## config.mk

```make
export PLATFORM = sky130hd
export DESIGN_NAME = cs_core_status
export DESIGN_NICKNAME = d
export VERILOG_FILES = /design/src/rtl/cs_pkg.sv /design/src/rtl/cs_if.sv /design/src/rtl/cs_alu.sv /design/src/rtl/cs_addr_gen.sv /design/src/rtl/cs_core_status.sv
export SDC_FILE = /design/constraint.sdc
export NUM_CORES = 1
export LEC_CHECK = 0
export BUFFER_PORTS_ARGS = -buffer_cell sky130_fd_sc_hd__buf_2
export CAP_MARGIN = 30
export CORE_ASPECT_RATIO = 0.7
export CORE_MARGIN = 5
export CORE_UTILIZATION = 49
export CTS_CLUSTER_DIAMETER = 150
export CTS_CLUSTER_SIZE = 30
export DETAILED_ROUTE_END_ITERATION = 8
export PLACE_DENSITY = 0.81
export SLEW_MARGIN = 0
export SYNTH_ARGS = -nofsm -noshare
export SYNTH_HDL_FRONTEND = slang
export SYNTH_SLANG_ARGS = --single-unit
export TNS_END_PERCENT = 20
```

## constraint.sdc

```tcl
create_clock -name aclk -period 4.45 [get_ports aclk]
set_clock_uncertainty 0.15 [all_clocks]
set_input_delay 0.445 -clock aclk [delete_from_list [all_inputs] [get_ports aclk]]
set_output_delay 0.445 -clock aclk [all_outputs]
set_load 0.1 [all_outputs]
```

## src/rtl/cs_pkg.sv

```systemverilog
// Constants, types and helpers shared by the core status block
package cs_pkg;

  localparam int AXI_AW = 12;
  localparam int AXI_DW = 32;

  // Register indices, whose byte address is four times the index, then the two interrupt register byte addresses
  localparam logic [8:0] IDX_WINDOW = 9'h180;
  localparam logic [8:0] IDX_STATUS = 9'h183;
  localparam logic [8:0] IDX_POINTER = 9'h184;
  localparam logic [AXI_AW-1:0] ADDR_IRQ_STAT = 12'h700;
  localparam logic [AXI_AW-1:0] ADDR_IRQ_MASK = 12'h704;

  // Status bit positions
  localparam int BIT_IND_BANK = 7;
  localparam int BIT_DBANK_HI = 6;
  localparam int BIT_DBANK_LO = 5;
  localparam int BIT_WDT_N = 4;
  localparam int BIT_SLEEP_N = 3;
  localparam int BIT_Z = 2;
  localparam int BIT_HALF = 1;
  localparam int BIT_C = 0;
  localparam logic [7:0] STATUS_RST = 8'h18;

  // Flag mask order is {zero, half carry, carry}
  localparam int FM_Z = 2;
  localparam int FM_HALF = 1;
  localparam int FM_C = 0;

  // Interrupt events
  localparam int IRQ_W = 3;
  localparam int EV_WDT = 0;
  localparam int EV_SLEEP = 1;
  localparam int EV_ZERO = 2;

  localparam logic [1:0] RESP_OKAY = 2'h0;
  localparam logic [1:0] RESP_SLVERR = 2'h2;

  typedef enum logic [10:0] {
    CS_ADD_W_FILE = 11'h001,
    CS_ADD_LITERAL = 11'h002,
    CS_SUB_W_FILE = 11'h004,
    CS_SUB_FROM_LITERAL = 11'h008,
    CS_ROTATE_RIGHT = 11'h010,
    CS_ROTATE_LEFT = 11'h020,
    CS_CLEAR_FILE = 11'h040,
    CS_AND_W_FILE = 11'h080,
    CS_MOVE_W_FILE = 11'h100,
    CS_WATCHDOG_CLEAR = 11'h200,
    CS_SLEEP = 11'h400
  } cs_op_t;

  typedef struct packed {
    logic [7:0] status;
    logic [7:0] pointer;
    logic [IRQ_W-1:0] irq_stat;
    logic [IRQ_W-1:0] irq_mask;
    logic [7:0] result;
    logic result_valid;
    logic aw_held;
    logic [AXI_AW-1:0] awaddr;
    logic w_held;
    logic [7:0] wbyte;
    logic wlane;
    logic bvalid;
    logic [1:0] bresp;
    logic rvalid;
    logic [7:0] rbyte;
    logic [1:0] rresp;
  } cs_state_t;

  function automatic logic [AXI_AW-1:0] cs_byte_addr(input logic [8:0] idx);
    cs_byte_addr = {1'b0, idx, 2'b00};
  endfunction : cs_byte_addr

  function automatic logic [2:0] cs_flag_mask(input cs_op_t op);
    case (op)
      CS_ADD_W_FILE, CS_ADD_LITERAL, CS_SUB_W_FILE, CS_SUB_FROM_LITERAL: cs_flag_mask = 3'h7;
      CS_ROTATE_RIGHT, CS_ROTATE_LEFT: cs_flag_mask = 3'h1;
      CS_CLEAR_FILE, CS_AND_W_FILE: cs_flag_mask = 3'h4;
      default: cs_flag_mask = 3'h0;
    endcase
  endfunction : cs_flag_mask

endpackage : cs_pkg

```

## src/rtl/cs_if.sv

```systemverilog
// Internal buses between the status block and its ALU and address former
`timescale 1ns/1ps
`default_nettype none
interface cs_alu_if;
  import cs_pkg::*;
  cs_op_t op;
  logic [7:0] w;
  logic [7:0] f;
  logic cin;
  logic [7:0] res;
  logic z;
  logic hc;
  logic c;
  modport core (output op, w, f, cin, input res, z, hc, c);
  modport alu (input op, w, f, cin, output res, z, hc, c);
endinterface : cs_alu_if

interface cs_addr_if;
  logic ind_bank;
  logic [1:0] dir_bank;
  logic [7:0] ptr;
  logic [6:0] field;
  logic [8:0] direct;
  logic [8:0] indirect;
  logic [8:0] data_addr;
  modport core (output ind_bank, dir_bank, ptr, field, input direct, indirect, data_addr);
  modport gen (input ind_bank, dir_bank, ptr, field, output direct, indirect, data_addr);
endinterface : cs_addr_if
`default_nettype wire

```

## src/rtl/cs_alu.sv

```systemverilog
// Byte ALU producing the result and the three arithmetic flags
`timescale 1ns/1ps
`default_nettype none
module cs_alu (
  cs_alu_if.alu bus
);
  import cs_pkg::*;
  logic sub;
  logic [7:0] opnd;
  logic [4:0] half;
  logic [8:0] sum;

  always_comb begin
    // Subtraction adds the two's complement, so carries mean no borrow
    sub = (bus.op == CS_SUB_W_FILE) || (bus.op == CS_SUB_FROM_LITERAL);
    opnd = sub ? ~bus.w : bus.w;
    half = {1'b0, bus.f[3:0]} + {1'b0, opnd[3:0]} + {4'h0, sub};
    sum = {1'b0, bus.f} + {1'b0, opnd} + {8'h00, sub};
    bus.res = bus.f;
    bus.c = bus.cin;
    bus.hc = 1'b0;
    case (bus.op)
      CS_ADD_W_FILE, CS_ADD_LITERAL, CS_SUB_W_FILE, CS_SUB_FROM_LITERAL: begin
        bus.res = sum[7:0];
        bus.hc = half[4];
        bus.c = sum[8];
      end
      CS_ROTATE_RIGHT: begin
        bus.res = {bus.cin, bus.f[7:1]};
        bus.c = bus.f[0];
      end
      CS_ROTATE_LEFT: begin
        bus.res = {bus.f[6:0], bus.cin};
        bus.c = bus.f[7];
      end
      CS_CLEAR_FILE: bus.res = 8'h00;
      CS_AND_W_FILE: bus.res = bus.w & bus.f;
      CS_MOVE_W_FILE: bus.res = bus.w;
      default: bus.res = bus.f;
    endcase
    bus.z = (bus.res == 8'h00);
  end
endmodule : cs_alu
`default_nettype wire

```

## src/rtl/cs_addr_gen.sv

```systemverilog
// Forms direct and indirect 9-bit data memory addresses from the bank bits
`timescale 1ns/1ps
`default_nettype none
module cs_addr_gen (
  cs_addr_if.gen bus
);
  import cs_pkg::*;
  localparam logic [6:0] WINDOW_LOW = IDX_WINDOW[6:0];

  // Bank bits 00..11 place the 7-bit field at 000h, 080h, 100h, 180h
  assign bus.direct = {bus.dir_bank, bus.field};
  // Bank bit 1 reaches 100h-1FFh, 0 reaches 000h-0FFh
  assign bus.indirect = {bus.ind_bank, bus.ptr};
  // The window location appears in every bank
  assign bus.data_addr = (bus.field == WINDOW_LOW) ? bus.indirect : bus.direct;
endmodule : cs_addr_gen
`default_nettype wire

```

## src/rtl/cs_core_status.sv

```systemverilog
// Core status and bank select register with AXI4-Lite access and interrupt
// Summary of operation
// - Status register is a normal instruction destination
// - Flag-setting instructions override written flag bits
// - Timeout and sleep flags ignore all writes
// - Clear-file on status clears banks, sets zero
// - Bit 7 selects indirect upper or lower half
// - Bits 6-5 select one of four direct banks
// - Timeout flag set by clear/sleep, cleared on expiry
// - Sleep flag set by clear, cleared by sleep
// - Zero flag follows zero result
// - Half carry is carry out of bit 3
// - Carry is carry out of bit 7
// - Subtract via two's complement; carries mean no-borrow
// - Rotates load carry with the bit shifted out
//
// The AXI4-Lite interface to the registers was left to the implementer.
`timescale 1ns/1ps
`default_nettype none
module cs_core_status (
  input wire logic aclk,
  input wire logic aresetn,
  input wire logic [cs_pkg::AXI_AW-1:0] s_axi_awaddr,
  input wire logic s_axi_awvalid,
  output logic s_axi_awready,
  input wire logic [cs_pkg::AXI_DW-1:0] s_axi_wdata,
  input wire logic [3:0] s_axi_wstrb,
  input wire logic s_axi_wvalid,
  output logic s_axi_wready,
  output logic [1:0] s_axi_bresp,
  output logic s_axi_bvalid,
  input wire logic s_axi_bready,
  input wire logic [cs_pkg::AXI_AW-1:0] s_axi_araddr,
  input wire logic s_axi_arvalid,
  output logic s_axi_arready,
  output logic [cs_pkg::AXI_DW-1:0] s_axi_rdata,
  output logic [1:0] s_axi_rresp,
  output logic s_axi_rvalid,
  input wire logic s_axi_rready,
  input wire logic exec_valid,
  input wire cs_pkg::cs_op_t exec_op,
  input wire logic [7:0] exec_w,
  input wire logic [7:0] exec_f,
  input wire logic [6:0] exec_field,
  input wire logic exec_dest_status,
  input wire logic exec_dest_pointer,
  input wire logic wdt_timeout,
  output logic [7:0] result,
  output logic result_valid,
  output logic [8:0] data_addr,
  output logic [8:0] direct_addr,
  output logic [8:0] indirect_addr,
  output logic [7:0] status_out,
  output logic irq
);
  import cs_pkg::*;

  localparam cs_state_t RST = '{status: STATUS_RST, default: '0};
  localparam logic [AXI_AW-1:0] A_WINDOW = cs_byte_addr(IDX_WINDOW);
  localparam logic [AXI_AW-1:0] A_STATUS = cs_byte_addr(IDX_STATUS);
  localparam logic [AXI_AW-1:0] A_POINTER = cs_byte_addr(IDX_POINTER);

  cs_state_t r_reg;
  cs_state_t r_next;
  logic wr_go;
  logic [2:0] fl;
  logic [IRQ_W-1:0] ev;

  cs_alu_if alu_bus ();
  cs_addr_if addr_bus ();

  cs_alu u_alu (
    .bus(alu_bus.alu)
  );

  cs_addr_gen u_addr (
    .bus(addr_bus.gen)
  );

  assign alu_bus.op = exec_op;
  assign alu_bus.w = exec_w;
  assign alu_bus.f = exec_f;
  assign alu_bus.cin = r_reg.status[BIT_C];
  assign addr_bus.ind_bank = r_reg.status[BIT_IND_BANK];
  assign addr_bus.dir_bank = r_reg.status[BIT_DBANK_HI:BIT_DBANK_LO];
  assign addr_bus.ptr = r_reg.pointer;
  assign addr_bus.field = exec_field;

  // Write happens once address and data are both held, in either order
  assign wr_go = r_reg.aw_held && r_reg.w_held && !r_reg.bvalid;
  assign fl = cs_flag_mask(exec_op);

  always_comb begin
    r_next = r_reg;
    r_next.result_valid = 1'b0;
    ev = '0;
    if (s_axi_awvalid && s_axi_awready) begin
      r_next.aw_held = 1'b1;
      r_next.awaddr = s_axi_awaddr;
    end
    if (s_axi_wvalid && s_axi_wready) begin
      r_next.w_held = 1'b1;
      r_next.wbyte = s_axi_wdata[7:0];
      r_next.wlane = s_axi_wstrb[0];
    end
    if (r_reg.bvalid && s_axi_bready) begin
      r_next.bvalid = 1'b0;
    end
    if (wr_go) begin
      r_next.aw_held = 1'b0;
      r_next.w_held = 1'b0;
      r_next.bvalid = 1'b1;
      r_next.bresp = RESP_OKAY;
      case (r_reg.awaddr)
        // The window is not storage here: writes are accepted and dropped
        A_WINDOW: r_next.bresp = RESP_OKAY;
        A_STATUS: begin
          if (r_reg.wlane) begin
            r_next.status[BIT_IND_BANK:BIT_DBANK_LO] = r_reg.wbyte[BIT_IND_BANK:BIT_DBANK_LO];
            r_next.status[BIT_Z:BIT_C] = r_reg.wbyte[BIT_Z:BIT_C];
          end
        end
        A_POINTER: begin
          if (r_reg.wlane) begin
            r_next.pointer = r_reg.wbyte;
          end
        end
        ADDR_IRQ_STAT: begin
          if (r_reg.wlane) begin
            r_next.irq_stat = r_reg.irq_stat & ~r_reg.wbyte[IRQ_W-1:0];
          end
        end
        ADDR_IRQ_MASK: begin
          if (r_reg.wlane) begin
            r_next.irq_mask = r_reg.wbyte[IRQ_W-1:0];
          end
        end
        default: r_next.bresp = RESP_SLVERR;
      endcase
    end
    if (s_axi_arvalid && s_axi_arready) begin
      r_next.rvalid = 1'b1;
      r_next.rresp = RESP_OKAY;
      case (s_axi_araddr)
        A_WINDOW: r_next.rbyte = 8'h00;
        A_STATUS: r_next.rbyte = r_reg.status;
        A_POINTER: r_next.rbyte = r_reg.pointer;
        ADDR_IRQ_STAT: r_next.rbyte = {{(8-IRQ_W){1'b0}}, r_reg.irq_stat};
        ADDR_IRQ_MASK: r_next.rbyte = {{(8-IRQ_W){1'b0}}, r_reg.irq_mask};
        default: begin
          r_next.rbyte = 8'h00;
          r_next.rresp = RESP_SLVERR;
        end
      endcase
    end else if (r_reg.rvalid && s_axi_rready) begin
      r_next.rvalid = 1'b0;
    end
    // Core execution comes after the bus write so the instruction wins
    if (exec_valid) begin
      r_next.result = alu_bus.res;
      r_next.result_valid = 1'b1;
      if (exec_dest_status) begin
        r_next.status[BIT_IND_BANK:BIT_DBANK_LO] = alu_bus.res[BIT_IND_BANK:BIT_DBANK_LO];
        if (fl == 3'h0) begin
          r_next.status[BIT_Z:BIT_C] = alu_bus.res[BIT_Z:BIT_C];
        end
      end
      if (exec_dest_pointer) begin
        r_next.pointer = alu_bus.res;
      end
      if (fl[FM_Z]) begin
        r_next.status[BIT_Z] = alu_bus.z;
      end
      if (fl[FM_HALF]) begin
        r_next.status[BIT_HALF] = alu_bus.hc;
      end
      if (fl[FM_C]) begin
        r_next.status[BIT_C] = alu_bus.c;
      end
      if (exec_op == CS_WATCHDOG_CLEAR) begin
        r_next.status[BIT_WDT_N] = 1'b1;
        r_next.status[BIT_SLEEP_N] = 1'b1;
      end
      if (exec_op == CS_SLEEP) begin
        r_next.status[BIT_WDT_N] = 1'b1;
        r_next.status[BIT_SLEEP_N] = 1'b0;
        ev[EV_SLEEP] = 1'b1;
      end
      ev[EV_ZERO] = fl[FM_Z] & alu_bus.z;
    end
    // Expiry beats a same-cycle clear instruction
    if (wdt_timeout) begin
      r_next.status[BIT_WDT_N] = 1'b0;
      ev[EV_WDT] = 1'b1;
    end
    // Events are ORed after the software clear, so a set is never lost
    r_next.irq_stat = r_next.irq_stat | ev;
  end

  always_ff @(posedge aclk) begin
    if (!aresetn) begin
      r_reg <= RST;
    end else begin
      r_reg <= r_next;
    end
  end

  assign s_axi_awready = !r_reg.aw_held;
  assign s_axi_wready = !r_reg.w_held;
  assign s_axi_bvalid = r_reg.bvalid;
  assign s_axi_bresp = r_reg.bresp;
  assign s_axi_arready = !r_reg.rvalid;
  assign s_axi_rvalid = r_reg.rvalid;
  assign s_axi_rresp = r_reg.rresp;
  assign s_axi_rdata = {24'h000000, r_reg.rbyte};
  assign result = r_reg.result;
  assign result_valid = r_reg.result_valid;
  assign status_out = r_reg.status;
  assign direct_addr = addr_bus.direct;
  assign indirect_addr = addr_bus.indirect;
  assign data_addr = addr_bus.data_addr;
  assign irq = |(r_reg.irq_stat & r_reg.irq_mask);

  // Checking helpers
  logic [8:0] add_chk;
  logic [4:0] half_chk;
  logic sub_nb;
  assign add_chk = {1'b0, exec_w} + {1'b0, exec_f};
  assign half_chk = {1'b0, exec_w[3:0]} + {1'b0, exec_f[3:0]};
  assign sub_nb = (exec_f >= exec_w);

  function automatic logic irq_stat_sleep();
    irq_stat_sleep = r_reg.irq_stat[EV_SLEEP];
  endfunction : irq_stat_sleep
endmodule : cs_core_status
`default_nettype wire

```

After elaboration in Yosys (flattened, before gate mapping)
Cells that the tools add are included.
{"block": "word_totals", "regBits": 68, "input_bits": 105, "output_inout_bits": 86, "elab_cells": 123}
{"block": "op_classes", "addsub": 4, "eq_ne": 22, "n_mux": 40, "n_bitwise": 8, "reduce_logical": 30}
{"op": "$eq 12x11->1 const B", "n": 10}
{"op": "$pmux 8 s6", "n": 1}
{"op": "$mux 3", "n": 13}
{"op": "$mux 8", "n": 4}
{"op": "$pmux 8 s4", "n": 1}
{"op": "$mux 17", "n": 1}
{"op": "$mux 16", "n": 1}
{"op": "$eq 11x1->1 const B", "n": 1}
{"op": "$eq 11x10->1 const B", "n": 1}
{"op": "$eq 11x11->1 const B", "n": 1}
{"op": "$eq 11x2->1 const B", "n": 1}
{"op": "$eq 11x3->1 const B", "n": 1}
{"op": "$eq 11x4->1 const B", "n": 1}
{"op": "$eq 11x5->1 const B", "n": 1}
{"op": "$eq 11x6->1 const B", "n": 1}
{"op": "$eq 11x7->1 const B", "n": 1}
{"op": "$eq 11x8->1 const B", "n": 1}
{"op": "$eq 11x9->1 const B", "n": 1}
{"op": "$mux 1", "n": 11}
{"op": "$mux 2", "n": 5}
{"op": "$reduce_or 5->1", "n": 2}
{"op": "$add 8x8->9", "n": 1}
{"op": "$add 9x1->9", "n": 1}
{"op": "$mux 9", "n": 1}
{"op": "other kinds (25)", "n": 41}

Longest topological paths before layout
{"block": "logic_depth", "word_depth": 11, "depth_mapped": 14, "depth_no_buf": 13}

Cells and area by module
A second synthesis with hierarchy kept.
{"block": "hier_totals", "hier_cells": 579, "area_unflattened_um2": 4837.1}
{"module": "cs_core_status", "n_inst": 1, "cells_each": 419, "area_each_um2": 3532.1, "seq_area_each_um2": 1321.3}
{"module": "cs_alu", "n_inst": 1, "cells_each": 131, "area_each_um2": 1053.5, "seq_area_each_um2": 0.0}
{"module": "cs_addr_gen", "n_inst": 1, "cells_each": 29, "area_each_um2": 251.5, "seq_area_each_um2": 0.0}

Least setup slack after synthesis
No wires, ideal clock.
{"block": "synth_timing", "path_type": "input to register", "start": "in exec_op[6]", "end": "reg r_reg, in the netlist status_out[2]", "setup_time_ps": 71, "arrival_time_ps": 3462, "required_time_ps": 4229, "slack_ps": 767, "stages": 14, "n_path_buf": 1, "path_cell_list": "buf_2 > nor4_4 > nand4_1 > xnor2_1 > inv_1 > fa_1 > nor2b_1 > nor3_1 > o21ai_0 > xor2_1 > a211oi_1 > nand3_1 > nor4_2 > o21bai_1"}
{"block": "synth_between", "elab_chain_cells": 10, "elab_cells_between_ends": 24, "classes_between": "add/sub (2); eq/ne (9); mux (7); reduce/logical (6)"}
{"item": "from (decl)", "line": "cs_core_status.sv:41", "source": "input wire cs_pkg::cs_op_t exec_op,"}
{"item": "$eq 11x3->1 or $eq 11x4->1 (tied branches)", "line": "cs_pkg.sv:77, cs_alu.sv:15, cs_alu.sv:22"}
{"item": "$logic_or 1x1->1", "line": "cs_alu.sv:15", "source": "sub = (bus.op == CS_SUB_W_FILE) || (bus.op == CS_SUB_FROM_LITERAL);"}
{"item": "$mux 8", "line": "cs_alu.sv:16", "source": "opnd = sub ? ~bus.w : bus.w;"}
{"item": "$add 8x8->9", "line": "cs_alu.sv:18", "source": "sum = {1'b0, bus.f} + {1'b0, opnd} + {8'h00, sub};"}
{"item": "$add 9x1->9", "line": "cs_alu.sv:18"}
{"item": "$pmux 8 s6", "line": "cs_alu.sv:22", "source": "case (bus.op)"}
{"item": "$mux 3", "line": "cs_core_status.sv:164", "source": "if (fl == 3'h0) begin"}
{"item": "$mux 3", "line": "cs_core_status.sv:162", "source": "if (exec_dest_status) begin"}
{"item": "$mux 1 (*)", "line": "cs_core_status.sv:171", "source": "if (fl[FM_Z]) begin"}
{"item": "$mux 16 (*)", "line": "cs_core_status.sv:159", "source": "if (exec_valid) begin"}
{"item": "to (signal assigned)", "line": "cs_core_status.sv:204", "source": "r_reg <= r_next;"}
{"item": "to (decl)", "line": "cs_core_status.sv:63", "source": "cs_state_t r_reg;"}
Mark *: on every way between the ends. The rest lies on a longest branch, timed or not. The select of a mux whose other input is x is not followed.
A chain may end at the register's enable or synchronous reset.

Worst setup path in the final report
{"block": "layout_timing", "start": "in exec_op[10]", "end": "reg r_reg, in the netlist status_out[2]"}
Same word-level chain as after synthesis.

==> qor.csv <==
stage,metric,value,unit
pwr,leakage,0.002601,uW
run,drv_cap,0,
clock_tree,cts_tree,built,
setup_path,worstPathArrival,3.72,ns
placement,placedCellCount,763,
route,routed_wl,12830,um
setup_path,worstSetupPathType,primary input to register,
route,route.detailed.drc,0,
layout,nets,767,
floorplan,ios,191,
synthesis,avgSynthCellArea,8.197,um^2
clock_tree,clk_pin_slew,0.06,ns
placement,gp_congestion,0.8909,
sta,setup_tns,0,ns
setup_path,crit_path_frequent_cell,buf_4,
floorplan,initial_core_util,50.74,%
synthesis,yosysSeqAreaShare,28.48,%
layout,area_delta_synth_final,13.57,%
hold_path,min_path_cells,2,
layout,layout-drive-gt1-share,26.87,%
sta,finalMaxSlewViolations,0,
global_route,grt_overflow,0,
sta,setup_viol,0,
global_route,grt_max_degree,66,
placement,pre_cts_ws,0.5542,ns
hold_path,worstHoldEndpoint,status_out[4]$_SDFFE_PN1P_,
setup_path,cp-startpoint,exec_op[10],
placement,portBuffers,137,
sta,worst_pin_slew,0.9665,ns
hold_path,hold_class,primary input to register,
layout,final-instance-count-excl-fill,779,
clock_tree,hold_buffers,0,
setup_path,cp_num_buf_inv,3,
synthesis,ys_ff_latch,66,
run_status,status,completed,
sta,rsz0062_at_grt,false,
route,drtIter0Drc,423,
sta,final.setup.worst_slack,0.8224,ns
clock_tree,clock_latency,0.32,ns
clock_tree,post_cts_buffers,0,
pwr,vdd_drop_max,263.2,uV
pwr,p_comb_share,31.3,%
layout,num_antenna_cells,0,
setup_path,reg2reg_slack,1.66,ns
setup_path,reg2reg_depth,6,
pwr,p_per_area,361.8,mW/mm^2
global_route,grtUsageTotal,21.25,%
synthesis,syn_area,0.004639,mm^2
synthesis,async_flop_share,0,%
setup_path,slowest_delay,0.40,ns
setup_path,worstSetupEndpointType,register,
synthesis,synth_cell_types,68,
pwr,p_total,1906,uW
sta,max_freq,275.7,MHz
global_route,grt_pass1_wl,20420,um
setup_path,crit_chain,"buf_2, nor3_2, nand4_1, buf_4, xnor2_1, ha_1, nor2b_1, o21ai_0, nand2b_1, xor2_1, a211oi_1, buf_4, nand3_1, nor4_2, o21bai_1",
setup_path,cp_slowest_cell,nor3_2,
route,viasPerCell,5.555,
pwr,p_int,1140,uW
clock_tree,numCtsBuffers,9,
global_route,antenna_found_initial,0,
route,postRouteAntennaNets,0,
sta,max_slew_margin,35.44,%
route,num_vias,4327,
clock_tree,root_buffer,clkbuf_16,
setup_path,critPathRequiredTime,4.54,ns
clock_tree,clk_path_buf_depth,2,
pwr,seqPwrFrac,34.5,%
placement,dp_hpwl,10050,um
synthesis,synth_warnings,0,
setup_path,crit_family,simple AND/OR/NAND/NOR gates,
floorplan,die_area,0.01155,mm^2
clock_tree,htree_levels,3,
synthesis,synth_edf_count,0,
synthesis,ys.flop_type,dfxtp_1,
sta,hold_viol,0,
pwr,pwr-share-clk,34.2,%
floorplan,coreArea,0.009144,mm^2
synthesis,synth_cells,566,
setup_path,path_max_fanout,7,
clock_tree,cts_sinks,66,
layout,largest_reg_flops,29,
floorplan,die_x,126.3,um
sta,timing.final.crit_share,81.52,%
setup_path,worst_r2r_endpoint,status_out[2]$_SDFF_PN0_,
setup_path,worst_setup_path_start_kind,primary input,
clock_tree,cts-resized-gates,0,
setup_path,r2r-start,r_reg[24]$_SDFFE_PN0P_,
global_route,grt_pass1_vias,4202,
route,wire_per_inst,16.47,um
floorplan,die_y,91.41,um
hold_path,holdCritStartpoint,wdt_timeout,
floorplan,placementRows,29,
sta,post-route-min-period,3.628,ns
pwr,p_sw,765.7,uW
route,first_pass_iters,5,
pwr,p_sw_share,40.17,%
## final cells by class
class	instances	area, um^2
fillers	826	3875
well taps	124	155.1
clock buffers	10	239.0
clock inverters	6	41.29
multi-input cells	414	2729
inverters	18	67.56
repair buffers	141	715.7
flip-flops and latches	66	1321
## cell usage in the layout (no fill, tap or decap), drive strengths merged, types with 5 or more instances in the layout
cell,synthesis,layout
nor4,9,9
clkbuf,18,10
a31oi,5,5
nor2,21,21
xnor2,8,8
and2,6,6
mux2,7,7
a21oi,13,13
a21o,10,10
nand3,15,15
xor2,7,7
buf,75,141
nor2b,18,18
a21boi,22,22
ha,11,11
conb,1,26
o211a,15,15
clkinv,0,5
o21ai,16,16
nor3,7,7
mux2i,19,19
dfxtp,66,66
inv,18,19
a22oi,15,15
nand2,92,92
and3,14,14
## power groups by stage
stage	sequential, uW	combinational (uW)	clock (uW)
6_report	657	597	651
3_5_place_dp	669	594	0
5_1_grt	661	629	693
3_3_place_gp	667	586	0
4_1_cts	657	596	659
2_1_floorplan	668	518	0
## synth_stat cells, types with 6 or more instances
cell      number  area share (%)
nand2_1       92             7.4
buf_4         70              11
dfxtp_1       66              28
a21boi_0      22             3.6
nor2_1        21             1.7
mux2i_1       19             4.1
clkbuf_1      18             1.5
inv_1         18             1.5
nor2b_1       18             2.4
o21ai_0       16             1.7
a22oi_1       15             2.4
o211a_1       15             3.2
and3_1        14             1.9
nand3_1       14             1.5
a21oi_1       11             1.2
ha_1          11             3.0
a21o_1        10             1.6
xnor2_1        8             1.5
mux2_2         7             1.7
and2_1         6            0.81
nor3_1         6            0.65
xor2_1         6             1.1
## per-layer routing
metal | share of wire [%] | vias up | global-route usage [%]
li1 | - | 2094 | -
met1 | 43 | 2009 | 27.40
met2 | 47 | 211 | 35.27
met3 | 9.1 | 13 | 5.161
met4 | 1.2 | 0 | 6.518
met5 | 0 | - | 0
## metrics by stage
stage	hold slack (ns)	utilization, %	instance area, um^2
after floorplan	0.2879	-	4733
after global placement	0.3020	54.56	4989
after detailed placement	0.3120	54.56	4989
after CTS	0.1725	57.62	5269
after global routing	0.1840	57.62	5269
final	0.1787	57.62	5269
## worst max-delay path by stage
stage               cells after the start                       end  slack [ns]
CTS                                    15  status_out[2]$_SDFF_PN0_        0.88
global route                           13  status_out[2]$_SDFF_PN0_        0.62
detailed placement                     15  status_out[2]$_SDFF_PN0_        0.55
floorplan                              14  status_out[2]$_SDFF_PN0_        0.77
global placement                       15  status_out[2]$_SDFF_PN0_        0.65
finish                                 15  status_out[2]$_SDFF_PN0_        0.82
## cells by family (layout without fill, tap and decap cells)
logic type	after synthesis	count (layout)	synth area share, %
buffers and inverters	111	175	14.72
and+or+nand+nor	199	199	22.01
other	1	26	0.08083
xor gates and xnor gates	15	15	2.994
AOI/OAI and AO/OA	135	135	22.30
muxes	26	26	5.798
adders and majority gates	13	13	3.614
DFF	66	66	28.48
No activity file was read; power rests on OpenSTA's default activity.
